File: src/rtl/csi2_tx_cal_pkg.sv
package csi2_tx_cal_pkg;

  // ************************************************************
  // register map
  // ************************************************************
  localparam logic [7:0] PORT_SEL_OFS = 8'h32;
  localparam logic [7:0] CAL_CTRL_OFS = 8'h34;
  localparam logic [7:0] STATUS_OFS = 8'h35;
  localparam logic [7:0] PORT_SEL_RST = 8'h00;
  localparam logic [7:0] CAL_CTRL_RST = 8'h00;
  localparam logic [7:0] STATUS_RST = 8'h00;
  localparam logic [7:0] UNMAPPED_RDATA = 8'h00;

  // field positions
  localparam int READ_PORT_BIT = 4;
  localparam int WRITE_PORT1_BIT = 1;
  localparam int WRITE_PORT0_BIT = 0;
  localparam int LEN_LSB = 4;
  localparam int LEN_MSB = 5;
  localparam int PASS_MODE_BIT = 3;
  localparam int INV_BIT = 2;
  localparam int SINGLE_BIT = 1;
  localparam int PERIODIC_BIT = 0;
  localparam int STS_PORT_NUM_BIT = 4;
  localparam int STS_SYNC_BIT = 1;
  localparam int STS_PASS_BIT = 0;

  localparam int NUM_TX = 2;
  localparam int NUM_RX = 4;

  // ************************************************************
  // calibration lengths, in bits
  // ************************************************************
  localparam logic [15:0] CAL_BITS_1K = 16'h0400;
  localparam logic [15:0] CAL_BITS_4K = 16'h1000;
  localparam logic [15:0] CAL_BITS_16K = 16'h4000;
  localparam logic [15:0] CAL_BITS_32K = 16'h8000;

  typedef enum logic [1:0] {
    CAL_LEN_1K = 2'b00,
    CAL_LEN_4K = 2'b01,
    CAL_LEN_16K = 2'b10,
    CAL_LEN_32K = 2'b11
  } cal_len_t;

  // layout matches the control register bit for bit
  typedef struct packed {
    logic [1:0] rsvd;
    cal_len_t cal_length_sel;
    logic pass_mode;
    logic cal_pattern_invert;
    logic single;
    logic periodic;
  } cal_ctrl_t;

  typedef struct packed {
    logic [2:0] rsvd_hi;
    logic port_num;
    logic [1:0] rsvd_lo;
    logic synced;
    logic pass;
  } status_t;

  // per transmit port view of the packet engine and forwarding logic
  typedef struct packed {
    logic link_idle;
    logic frame_end_sent;
    logic sync_enable;
    logic sync_locked;
    logic tx_error;
  } link_in_t;

  function automatic logic [15:0] cal_bit_count(input cal_len_t len);
    case (len)
      CAL_LEN_1K: cal_bit_count = CAL_BITS_1K;
      CAL_LEN_4K: cal_bit_count = CAL_BITS_4K;
      CAL_LEN_16K: cal_bit_count = CAL_BITS_16K;
      CAL_LEN_32K: cal_bit_count = CAL_BITS_32K;
      default: cal_bit_count = CAL_BITS_1K;
    endcase
  endfunction

endpackage

File: src/rtl/cal_pattern_gen.sv
`timescale 1ns/1ps
module cal_pattern_gen (
  input wire logic clk,
  input wire logic rst_b,
  input wire logic clk_en,
  input wire logic start,
  input wire logic invert,
  input wire csi2_tx_cal_pkg::cal_len_t len,
  output logic busy,
  output logic cal_data,
  output logic done
);

  typedef enum logic {
    GEN_IDLE = 1'b0,
    GEN_SEND = 1'b1
  } gen_state_t;

  gen_state_t state_q;
  logic [15:0] left_q;

  assign busy = (state_q == GEN_SEND);

  always_ff @(posedge clk) begin
    if (!rst_b) begin
      state_q <= GEN_IDLE;
      left_q <= 16'h0000;
      cal_data <= 1'b0;
      done <= 1'b0;
    end else if (clk_en) begin
      done <= 1'b0;
      case (state_q)
        GEN_IDLE: begin
          if (start) begin
            // first bit is 0, or 1 when inverted
            cal_data <= invert;
            left_q <= csi2_tx_cal_pkg::cal_bit_count(len) - 16'h0001;
            state_q <= GEN_SEND;
          end
        end
        GEN_SEND: begin
          if (left_q == 16'h0000) begin
            state_q <= GEN_IDLE;
            done <= 1'b1;
          end else begin
            cal_data <= ~cal_data;
            left_q <= left_q - 16'h0001;
          end
        end
        default: state_q <= GEN_IDLE;
      endcase
    end
  end

endmodule

File: src/rtl/pass_tracker.sv
`timescale 1ns/1ps
module pass_tracker #(
  parameter int NUM_RX = 4
) (
  input wire logic clk,
  input wire logic rst_b,
  input wire logic clk_en,
  input wire logic pass_mode,
  input wire logic [NUM_RX-1:0] rx_enable_mask,
  input wire logic [NUM_RX-1:0] rx_video_valid,
  input wire logic sync_enable,
  input wire logic sync_locked,
  input wire logic tx_error,
  output logic pass_q,
  output logic synced_q
);

  logic any_ok;
  logic all_ok;
  logic data_ok;

  assign any_ok = |(rx_enable_mask & rx_video_valid);
  // with no port enabled the all-ports mode reports no pass
  assign all_ok = (|rx_enable_mask) &&
                  ((rx_enable_mask & rx_video_valid) == rx_enable_mask);
  assign data_ok = pass_mode ? all_ok : any_ok;

  always_ff @(posedge clk) begin
    if (!rst_b) begin
      pass_q <= 1'b0;
    end else if (clk_en) begin
      if (sync_enable) begin
        // only availability: delivery may still be held for alignment
        pass_q <= data_ok;
      end else if (tx_error) begin
        pass_q <= 1'b0;
      end else begin
        pass_q <= data_ok;
      end
    end
  end

  always_ff @(posedge clk) begin
    if (!rst_b) begin
      synced_q <= 1'b0;
    end else if (clk_en) begin
      synced_q <= sync_enable && sync_locked;
    end
  end

endmodule

File: src/rtl/csi2_tx_skew_cal_and_status.sv
`timescale 1ns/1ps
module csi2_tx_skew_cal_and_status #(
  parameter int NUM_TX = csi2_tx_cal_pkg::NUM_TX,
  parameter int NUM_RX = csi2_tx_cal_pkg::NUM_RX
) (
  input wire logic clk,
  input wire logic rst_b,
  input wire logic clk_en,
  input wire logic [7:0] reg_addr,
  input wire logic [7:0] reg_wdata,
  input wire logic reg_wr,
  input wire logic reg_rd,
  output logic [7:0] reg_rdata,
  input wire logic [NUM_RX-1:0] rx_video_valid,
  input wire logic [NUM_TX-1:0][NUM_RX-1:0] rx_enable_mask,
  input wire csi2_tx_cal_pkg::link_in_t [NUM_TX-1:0] link_in,
  output logic [NUM_TX-1:0] cal_active,
  output logic [NUM_TX-1:0] cal_data,
  output logic [NUM_TX-1:0] tx_pass,
  output logic [NUM_TX-1:0] tx_synced
);

  // ************************************************************
  // decode
  // ************************************************************
  logic [7:0] port_sel_q;
  logic read_port;
  logic [1:0] write_port_en;
  logic wr_port_sel;
  logic wr_cal_ctrl;
  logic rd_hit;

  assign read_port = port_sel_q[csi2_tx_cal_pkg::READ_PORT_BIT];
  assign write_port_en = {port_sel_q[csi2_tx_cal_pkg::WRITE_PORT1_BIT],
                          port_sel_q[csi2_tx_cal_pkg::WRITE_PORT0_BIT]};
  assign wr_port_sel = reg_wr && (reg_addr == csi2_tx_cal_pkg::PORT_SEL_OFS);
  assign wr_cal_ctrl = reg_wr && (reg_addr == csi2_tx_cal_pkg::CAL_CTRL_OFS);
  assign rd_hit = (reg_addr == csi2_tx_cal_pkg::PORT_SEL_OFS) ||
                  (reg_addr == csi2_tx_cal_pkg::CAL_CTRL_OFS) ||
                  (reg_addr == csi2_tx_cal_pkg::STATUS_OFS);

  // ************************************************************
  // port select register
  // ************************************************************
  // only the read select and the two write enables are storage
  always_ff @(posedge clk) begin
    if (!rst_b) begin
      port_sel_q <= csi2_tx_cal_pkg::PORT_SEL_RST;
    end else if (clk_en && wr_port_sel) begin
      port_sel_q <= 8'h00;
      port_sel_q[csi2_tx_cal_pkg::READ_PORT_BIT] <=
        reg_wdata[csi2_tx_cal_pkg::READ_PORT_BIT];
      port_sel_q[csi2_tx_cal_pkg::WRITE_PORT1_BIT] <=
        reg_wdata[csi2_tx_cal_pkg::WRITE_PORT1_BIT];
      port_sel_q[csi2_tx_cal_pkg::WRITE_PORT0_BIT] <=
        reg_wdata[csi2_tx_cal_pkg::WRITE_PORT0_BIT];
    end
  end

  // ************************************************************
  // per transmit port bank
  // ************************************************************
  csi2_tx_cal_pkg::cal_ctrl_t [NUM_TX-1:0] cal_ctrl_q;
  csi2_tx_cal_pkg::status_t [NUM_TX-1:0] status_w;

  genvar p;
  generate
    for (p = 0; p < NUM_TX; p++) begin : g_port
      logic bank_wr;
      logic single_set;
      logic periodic_pend_q;
      logic serving_single_q;
      logic gen_busy;
      logic gen_done;
      logic gen_start;
      logic start_single;
      logic start_periodic;
      logic pass_w;
      logic synced_w;
      csi2_tx_cal_pkg::link_in_t li;

      assign li = link_in[p];
      // a write reaches every bank whose enable is set
      assign bank_wr = wr_cal_ctrl && write_port_en[p];
      assign single_set = bank_wr && reg_wdata[csi2_tx_cal_pkg::SINGLE_BIT];

      // one-shot has priority; both only launch in a link idle period
      assign start_single = !gen_busy && li.link_idle &&
                            cal_ctrl_q[p].single && !serving_single_q;
      assign start_periodic = !gen_busy && li.link_idle && !start_single &&
                              periodic_pend_q && cal_ctrl_q[p].periodic;
      assign gen_start = start_single || start_periodic;

      // ********************************************************
      // control register bank
      // ********************************************************
      always_ff @(posedge clk) begin
        if (!rst_b) begin
          cal_ctrl_q[p] <= csi2_tx_cal_pkg::CAL_CTRL_RST;
        end else if (clk_en) begin
          if (bank_wr) begin
            cal_ctrl_q[p].cal_length_sel <= csi2_tx_cal_pkg::cal_len_t'(
              reg_wdata[csi2_tx_cal_pkg::LEN_MSB:csi2_tx_cal_pkg::LEN_LSB]);
            cal_ctrl_q[p].pass_mode <= reg_wdata[csi2_tx_cal_pkg::PASS_MODE_BIT];
            cal_ctrl_q[p].cal_pattern_invert <= reg_wdata[csi2_tx_cal_pkg::INV_BIT];
            cal_ctrl_q[p].periodic <= reg_wdata[csi2_tx_cal_pkg::PERIODIC_BIT];
          end
          // writing zero does not cancel a request; a new one wins over the clear
          if (single_set) begin
            cal_ctrl_q[p].single <= 1'b1;
          end else if (gen_done && serving_single_q) begin
            cal_ctrl_q[p].single <= 1'b0;
          end
        end
      end

      // ********************************************************
      // one-shot bookkeeping
      // ********************************************************
      // marks that the running sequence is the one-shot one
      always_ff @(posedge clk) begin
        if (!rst_b) begin
          serving_single_q <= 1'b0;
        end else if (clk_en) begin
          if (start_single) begin
            serving_single_q <= 1'b1;
          end else if (gen_done) begin
            serving_single_q <= 1'b0;
          end
        end
      end

      // ********************************************************
      // periodic request after frame end
      // ********************************************************
      // a frame end arriving during launch is kept for the next sequence
      always_ff @(posedge clk) begin
        if (!rst_b) begin
          periodic_pend_q <= 1'b0;
        end else if (clk_en) begin
          if (!cal_ctrl_q[p].periodic) begin
            periodic_pend_q <= 1'b0;
          end else if (li.frame_end_sent) begin
            periodic_pend_q <= 1'b1;
          end else if (start_periodic) begin
            periodic_pend_q <= 1'b0;
          end
        end
      end

      // ********************************************************
      // sequence generator and pass tracking
      // ********************************************************
      cal_pattern_gen u_gen (
        .clk(clk),
        .rst_b(rst_b),
        .clk_en(clk_en),
        .start(gen_start),
        .invert(cal_ctrl_q[p].cal_pattern_invert),
        .len(cal_ctrl_q[p].cal_length_sel),
        .busy(gen_busy),
        .cal_data(cal_data[p]),
        .done(gen_done)
      );

      pass_tracker #(
        .NUM_RX(NUM_RX)
      ) u_pass (
        .clk(clk),
        .rst_b(rst_b),
        .clk_en(clk_en),
        .pass_mode(cal_ctrl_q[p].pass_mode),
        .rx_enable_mask(rx_enable_mask[p]),
        .rx_video_valid(rx_video_valid),
        .sync_enable(li.sync_enable),
        .sync_locked(li.sync_locked),
        .tx_error(li.tx_error),
        .pass_q(pass_w),
        .synced_q(synced_w)
      );

      assign cal_active[p] = gen_busy;
      assign tx_pass[p] = pass_w;
      assign tx_synced[p] = synced_w;

      // status image of this bank
      always_comb begin
        status_w[p] = csi2_tx_cal_pkg::STATUS_RST;
        status_w[p].port_num = read_port;
        status_w[p].synced = synced_w;
        status_w[p].pass = pass_w;
      end
    end
  endgenerate

  // ************************************************************
  // readback
  // ************************************************************
  logic [7:0] rd_mux;
  logic rd_idx;

  // with more than two ports only the first two can be read back
  assign rd_idx = read_port;

  always_comb begin
    rd_mux = csi2_tx_cal_pkg::UNMAPPED_RDATA;
    if (rd_hit) begin
      case (reg_addr)
        csi2_tx_cal_pkg::PORT_SEL_OFS: rd_mux = port_sel_q;
        csi2_tx_cal_pkg::CAL_CTRL_OFS: rd_mux = cal_ctrl_q[rd_idx];
        csi2_tx_cal_pkg::STATUS_OFS: rd_mux = status_w[rd_idx];
        default: rd_mux = csi2_tx_cal_pkg::UNMAPPED_RDATA;
      endcase
    end
  end

  // read data is captured on the strobe and held until the next read
  always_ff @(posedge clk) begin
    if (!rst_b) begin
      reg_rdata <= 8'h00;
    end else if (clk_en && reg_rd) begin
      reg_rdata <= rd_mux;
    end
  end

endmodule

File: config.mk
export PLATFORM = sky130hd
export DESIGN_NAME = csi2_tx_skew_cal_and_status
export DESIGN_NICKNAME = d
export VERILOG_FILES = /design/src/rtl/csi2_tx_cal_pkg.sv /design/src/rtl/cal_pattern_gen.sv /design/src/rtl/pass_tracker.sv /design/src/rtl/csi2_tx_skew_cal_and_status.sv
export SDC_FILE = /design/constraint.sdc
export NUM_CORES = 1
export LEC_CHECK = 0
export ABC_CLOCK_PERIOD_IN_PS = 4000
export BUFFER_PORTS_ARGS = -buffer_cell sky130_fd_sc_hd__clkbuf_2
export CAP_MARGIN = 40
export CORE_MARGIN = 2
export CORE_UTILIZATION = 55
export DETAILED_ROUTE_END_ITERATION = 7
export PLACE_DENSITY_LB_ADDON = 0.2
export SYNTH_ARGS = -nofsm -noshare
export SYNTH_HDL_FRONTEND = slang
export SYNTH_SLANG_ARGS = --single-unit
File: constraint.sdc
create_clock -name clk -period 4 [get_ports clk]
set_input_delay 0.8 -clock clk [delete_from_list [all_inputs] [get_ports clk]]
set_output_delay 0.8 -clock clk [all_outputs]
set_load 0.01 [all_outputs]
==> impl_results.md <==
* Status: finished, final reports clean
* Internal Pwr Total at 0.001022 W
* #FFs+latches synth at 67
* Die X at ~87 um
* PD cells at 313.8 nW/um^2
* Register share of total power at roughly half
* Worst Tran Pin Value at roughly 0.82 ns
* Die area at 7630 sq um
* Skew-Pair Late Insertion Delay at 0.34 ns
* # rows at 30
* Switching Power at 0.0003088 W
* Mapped Cells at 477
* Post-route cell area at 4242 sq um
* Primary FF master, synth: dfxtp_1
* Starting density of the core at a little under three fifths
* Power share of the combinational group at under 10%
* Dpl ws at 1.258 ns
* Minimum clock period at 2.775 ns
* Remaining global-route overflow at 0
* Placed inst area at 4048 sq um
* Clk_skew at 0.007178 ns
* Clock root cell: clkbuf_8
* Clk slew on worst S/H paths at 0.07 ns
* Total number of vias at about 3600
* Setup crit end kind: flip-flop
* Final ANT Viol Nets at 0
* Unrepaired setup endpoints after global routing: no
* Die height at between 80 and 90 um
* Worst hold margin at ~0.44 ns
* Pre-antenna DRT Iters at 5
* Number of port buffers at 54
* Max_cap viols at 0
* Sequential cell area at 1341 sq um
* Post-cts gate resize count at 0
* Worst Path Max Fanout at 16
* Fin Setup TNS at 0 ns
* Share of layout cells above drive strength 1 at 16.93%
* Switching Share at roughly 23%
* Final setup fails at 0
* FILL cells at 630
* WP data required at 4.25 ns
* Multi-input logic area at 2222 sq um
* Slew HR at approximately 45%
* Number of diodes at 0
* Critical path class: reg -> reg
* # H-tree levels at 3
* Max Transition Viols Final at 0
* Register area share after synthesis at 35.10%
* VDD IR-drop max at 0.0001681 V
* WP data arrival at 3.03 ns
* Final HPWL DP at 6408 um
* Synth Warn # at 0
* Final hold vios at 0
* Post-CTS Hold Fix Bufs at 0
* Iteration-0 DRC Markers at between 150 and 200
* Detailed Route WL at 9277 um
* Leak pwr at around 1.7 nW
* Asr flop ratio synth at 0%
* Longest Clk Path Bufs at 2
* Number of remaining DRC errors at 0
* Largest net degree at the start of global routing at just over 40
* Number of synthesized flops with an enable pin at 0
* CP startpoint kind: flip-flop
* Via density at 6.104
* Clock share of power at between 40% and 50%
* Post-CTS Setup Inserts at 0
* Core area at 6756 sq um
* I/O Pins at between 50 and 60
* Area of the mapped netlist at ~3800 sq um
* Vias in the first global route at 3403
* Total global-route track usage at 25.72%
* Global-route wire length before repair at 15680 um
* Synthesized area per cell at 8.011 sq um
* Area Growth Syn to Fin at 11.00%
* Fmax at approximately 360 MHz
* PnR worst setup slack at about 1.2 ns
* Yosys cell types at 73
* Final period util at a little over two thirds
* Initial antenna violation count at 0
* Hold/Removal Path Class: reg -> reg
* Final #Nets at 555
* CTS Buf Count at 9
* CTS sink cnt at 67
* CTS tree: done
* Placer's final routability congestion estimate at 0.9217
* Routed len/inst at 15.62 um
synthesized netlist by cell type (6+ instances only):
| master | instances | share of area, % |
|---|---|---|
| nor2_1 | 29 | 2.8 |
| a21oi_1 | 37 | 4.8 |
| nand4_1 | 7 | 1.1 |
| nand3_1 | 19 | 2.5 |
| dfxtp_1 | 67 | 35 |
| o21ai_0 | 18 | 2.4 |
| nand2b_1 | 10 | 1.6 |
| mux2i_1 | 17 | 4.5 |
| or3_1 | 7 | 1.1 |
| clkbuf_1 | 23 | 2.3 |
| inv_1 | 16 | 1.6 |
| o31ai_1 | 6 | 1.2 |
| buf_4 | 10 | 2.0 |
| nand2_1 | 72 | 7.1 |
| a31oi_1 | 10 | 1.6 |
| nor3_1 | 11 | 1.4 |
| nor2b_1 | 9 | 1.5 |
power by group through the flow:
| stage | logic, W | clock network [W] | registers, W |
|---|---|---|---|
| 2_1_floorplan | 0.0000509 | 0 | 0.000687 |
| 3_3_place_gp | 0.0000829 | 0 | 0.000688 |
| 3_5_place_dp | 0.0000865 | 0 | 0.000688 |
| 4_1_cts | 0.0000871 | 0.000580 | 0.000673 |
| 5_1_grt | 0.0000976 | 0.000606 | 0.000673 |
| 6_report | 0.0000871 | 0.000571 | 0.000673 |
metal layers:
layer	vias up	part of all wire, %	GRT usage (%)
li1	1812	-	-
met1	1697	46	33.49
met2	107	48	43.39
met3	10	4.9	4.076
met4	0	1.1	8.392
met5	-	0	0
cell type report:
type,count,area share (%)
multi-input cells,356,52.39
clock buffers,13,3.746
clock inverters,2,0.8260
well taps,80,2.360
repair buffers,59,7.552
flip-flops and latches,67,31.62
inverters,17,1.504
path summary, 6_finish.rpt:
path / depth (start not counted) / slack [ns] / startpoint / end
worst max-delay path: 5 / 1.22 / g_port[0].u_gen.left_q[7] / g_port[0].u_gen.left_q[3]
worst min-delay path: 2 / 0.44 / g_port[1].u_gen.left_q[15] / g_port[1].u_gen.left_q[15]
worst min register to register: 2 / 0.44 / g_port[1].u_gen.left_q[15] / g_port[1].u_gen.left_q[15]
worst max register to register: 5 / 1.22 / g_port[0].u_gen.left_q[7] / g_port[0].u_gen.left_q[3]
worst max-delay path, cell delays in order (launching register included):
cell and delay [ns]:
dfxtp_1 0.35, nor3_1 0.52, nand4_1 0.37, or4_1 0.88, and3_1 0.34, a311oi_2 0.24
logic make-up after synthesis:
kind of cell | after synthesis | synth area share [%]
and+or+nand+nor | 191 | 24.98
AOI/OAI and AO/OA | 139 | 26.00
DFF | 67 | 35.10
buffers and inverters | 55 | 6.843
muxes | 19 | 5.632
xor gates and xnor gates | 3 | 0.6877
adders and majority gates | 2 | 0.6548
other | 1 | 0.09814
sequential cells by signal, summed over array words and instances, names as in the netlist:
name / count
g_port.u_gen.left_q: 32
cal_ctrl_q: 12
reg_rdata: 6
port_sel_q: 3
g_port.periodic_pend_q: 2
g_port.serving_single_q: 2
g_port.u_gen.busy: 2
g_port.u_gen.cal_data: 2
g_port.u_gen.done: 2
g_port.u_pass.pass_q: 2
g_port.u_pass.synced_q: 2
cells in the final DEF (no fill, tap or decap), types with 6 or more instances in the layout:
cell,Yosys,final
dfxtp_1,67,67
nand2b_1,10,10
clkbuf_2,0,54
nand2_1,72,72
a21oi_1,37,37
a31oi_1,10,10
or3_1,7,7
inv_1,16,16
nor2_1,29,29
clkbuf_8,0,11
o21ai_0,18,18
nor2b_1,9,9
nand3_1,19,19
nand4_1,7,7
mux2i_1,17,17
nor3_1,11,11
o31ai_1,6,6
stage by stage:
stage,total power (W),std cells,util (%)
final,0.001331,594,62.78
after global routing,0.001377,594,62.78
after detailed placement,0.0007746,579,59.91
after CTS,0.001340,594,62.78
after floorplan,0.0007382,478,-
after global placement,0.0007709,578,59.61
Power figures use the tool's default switching activity.
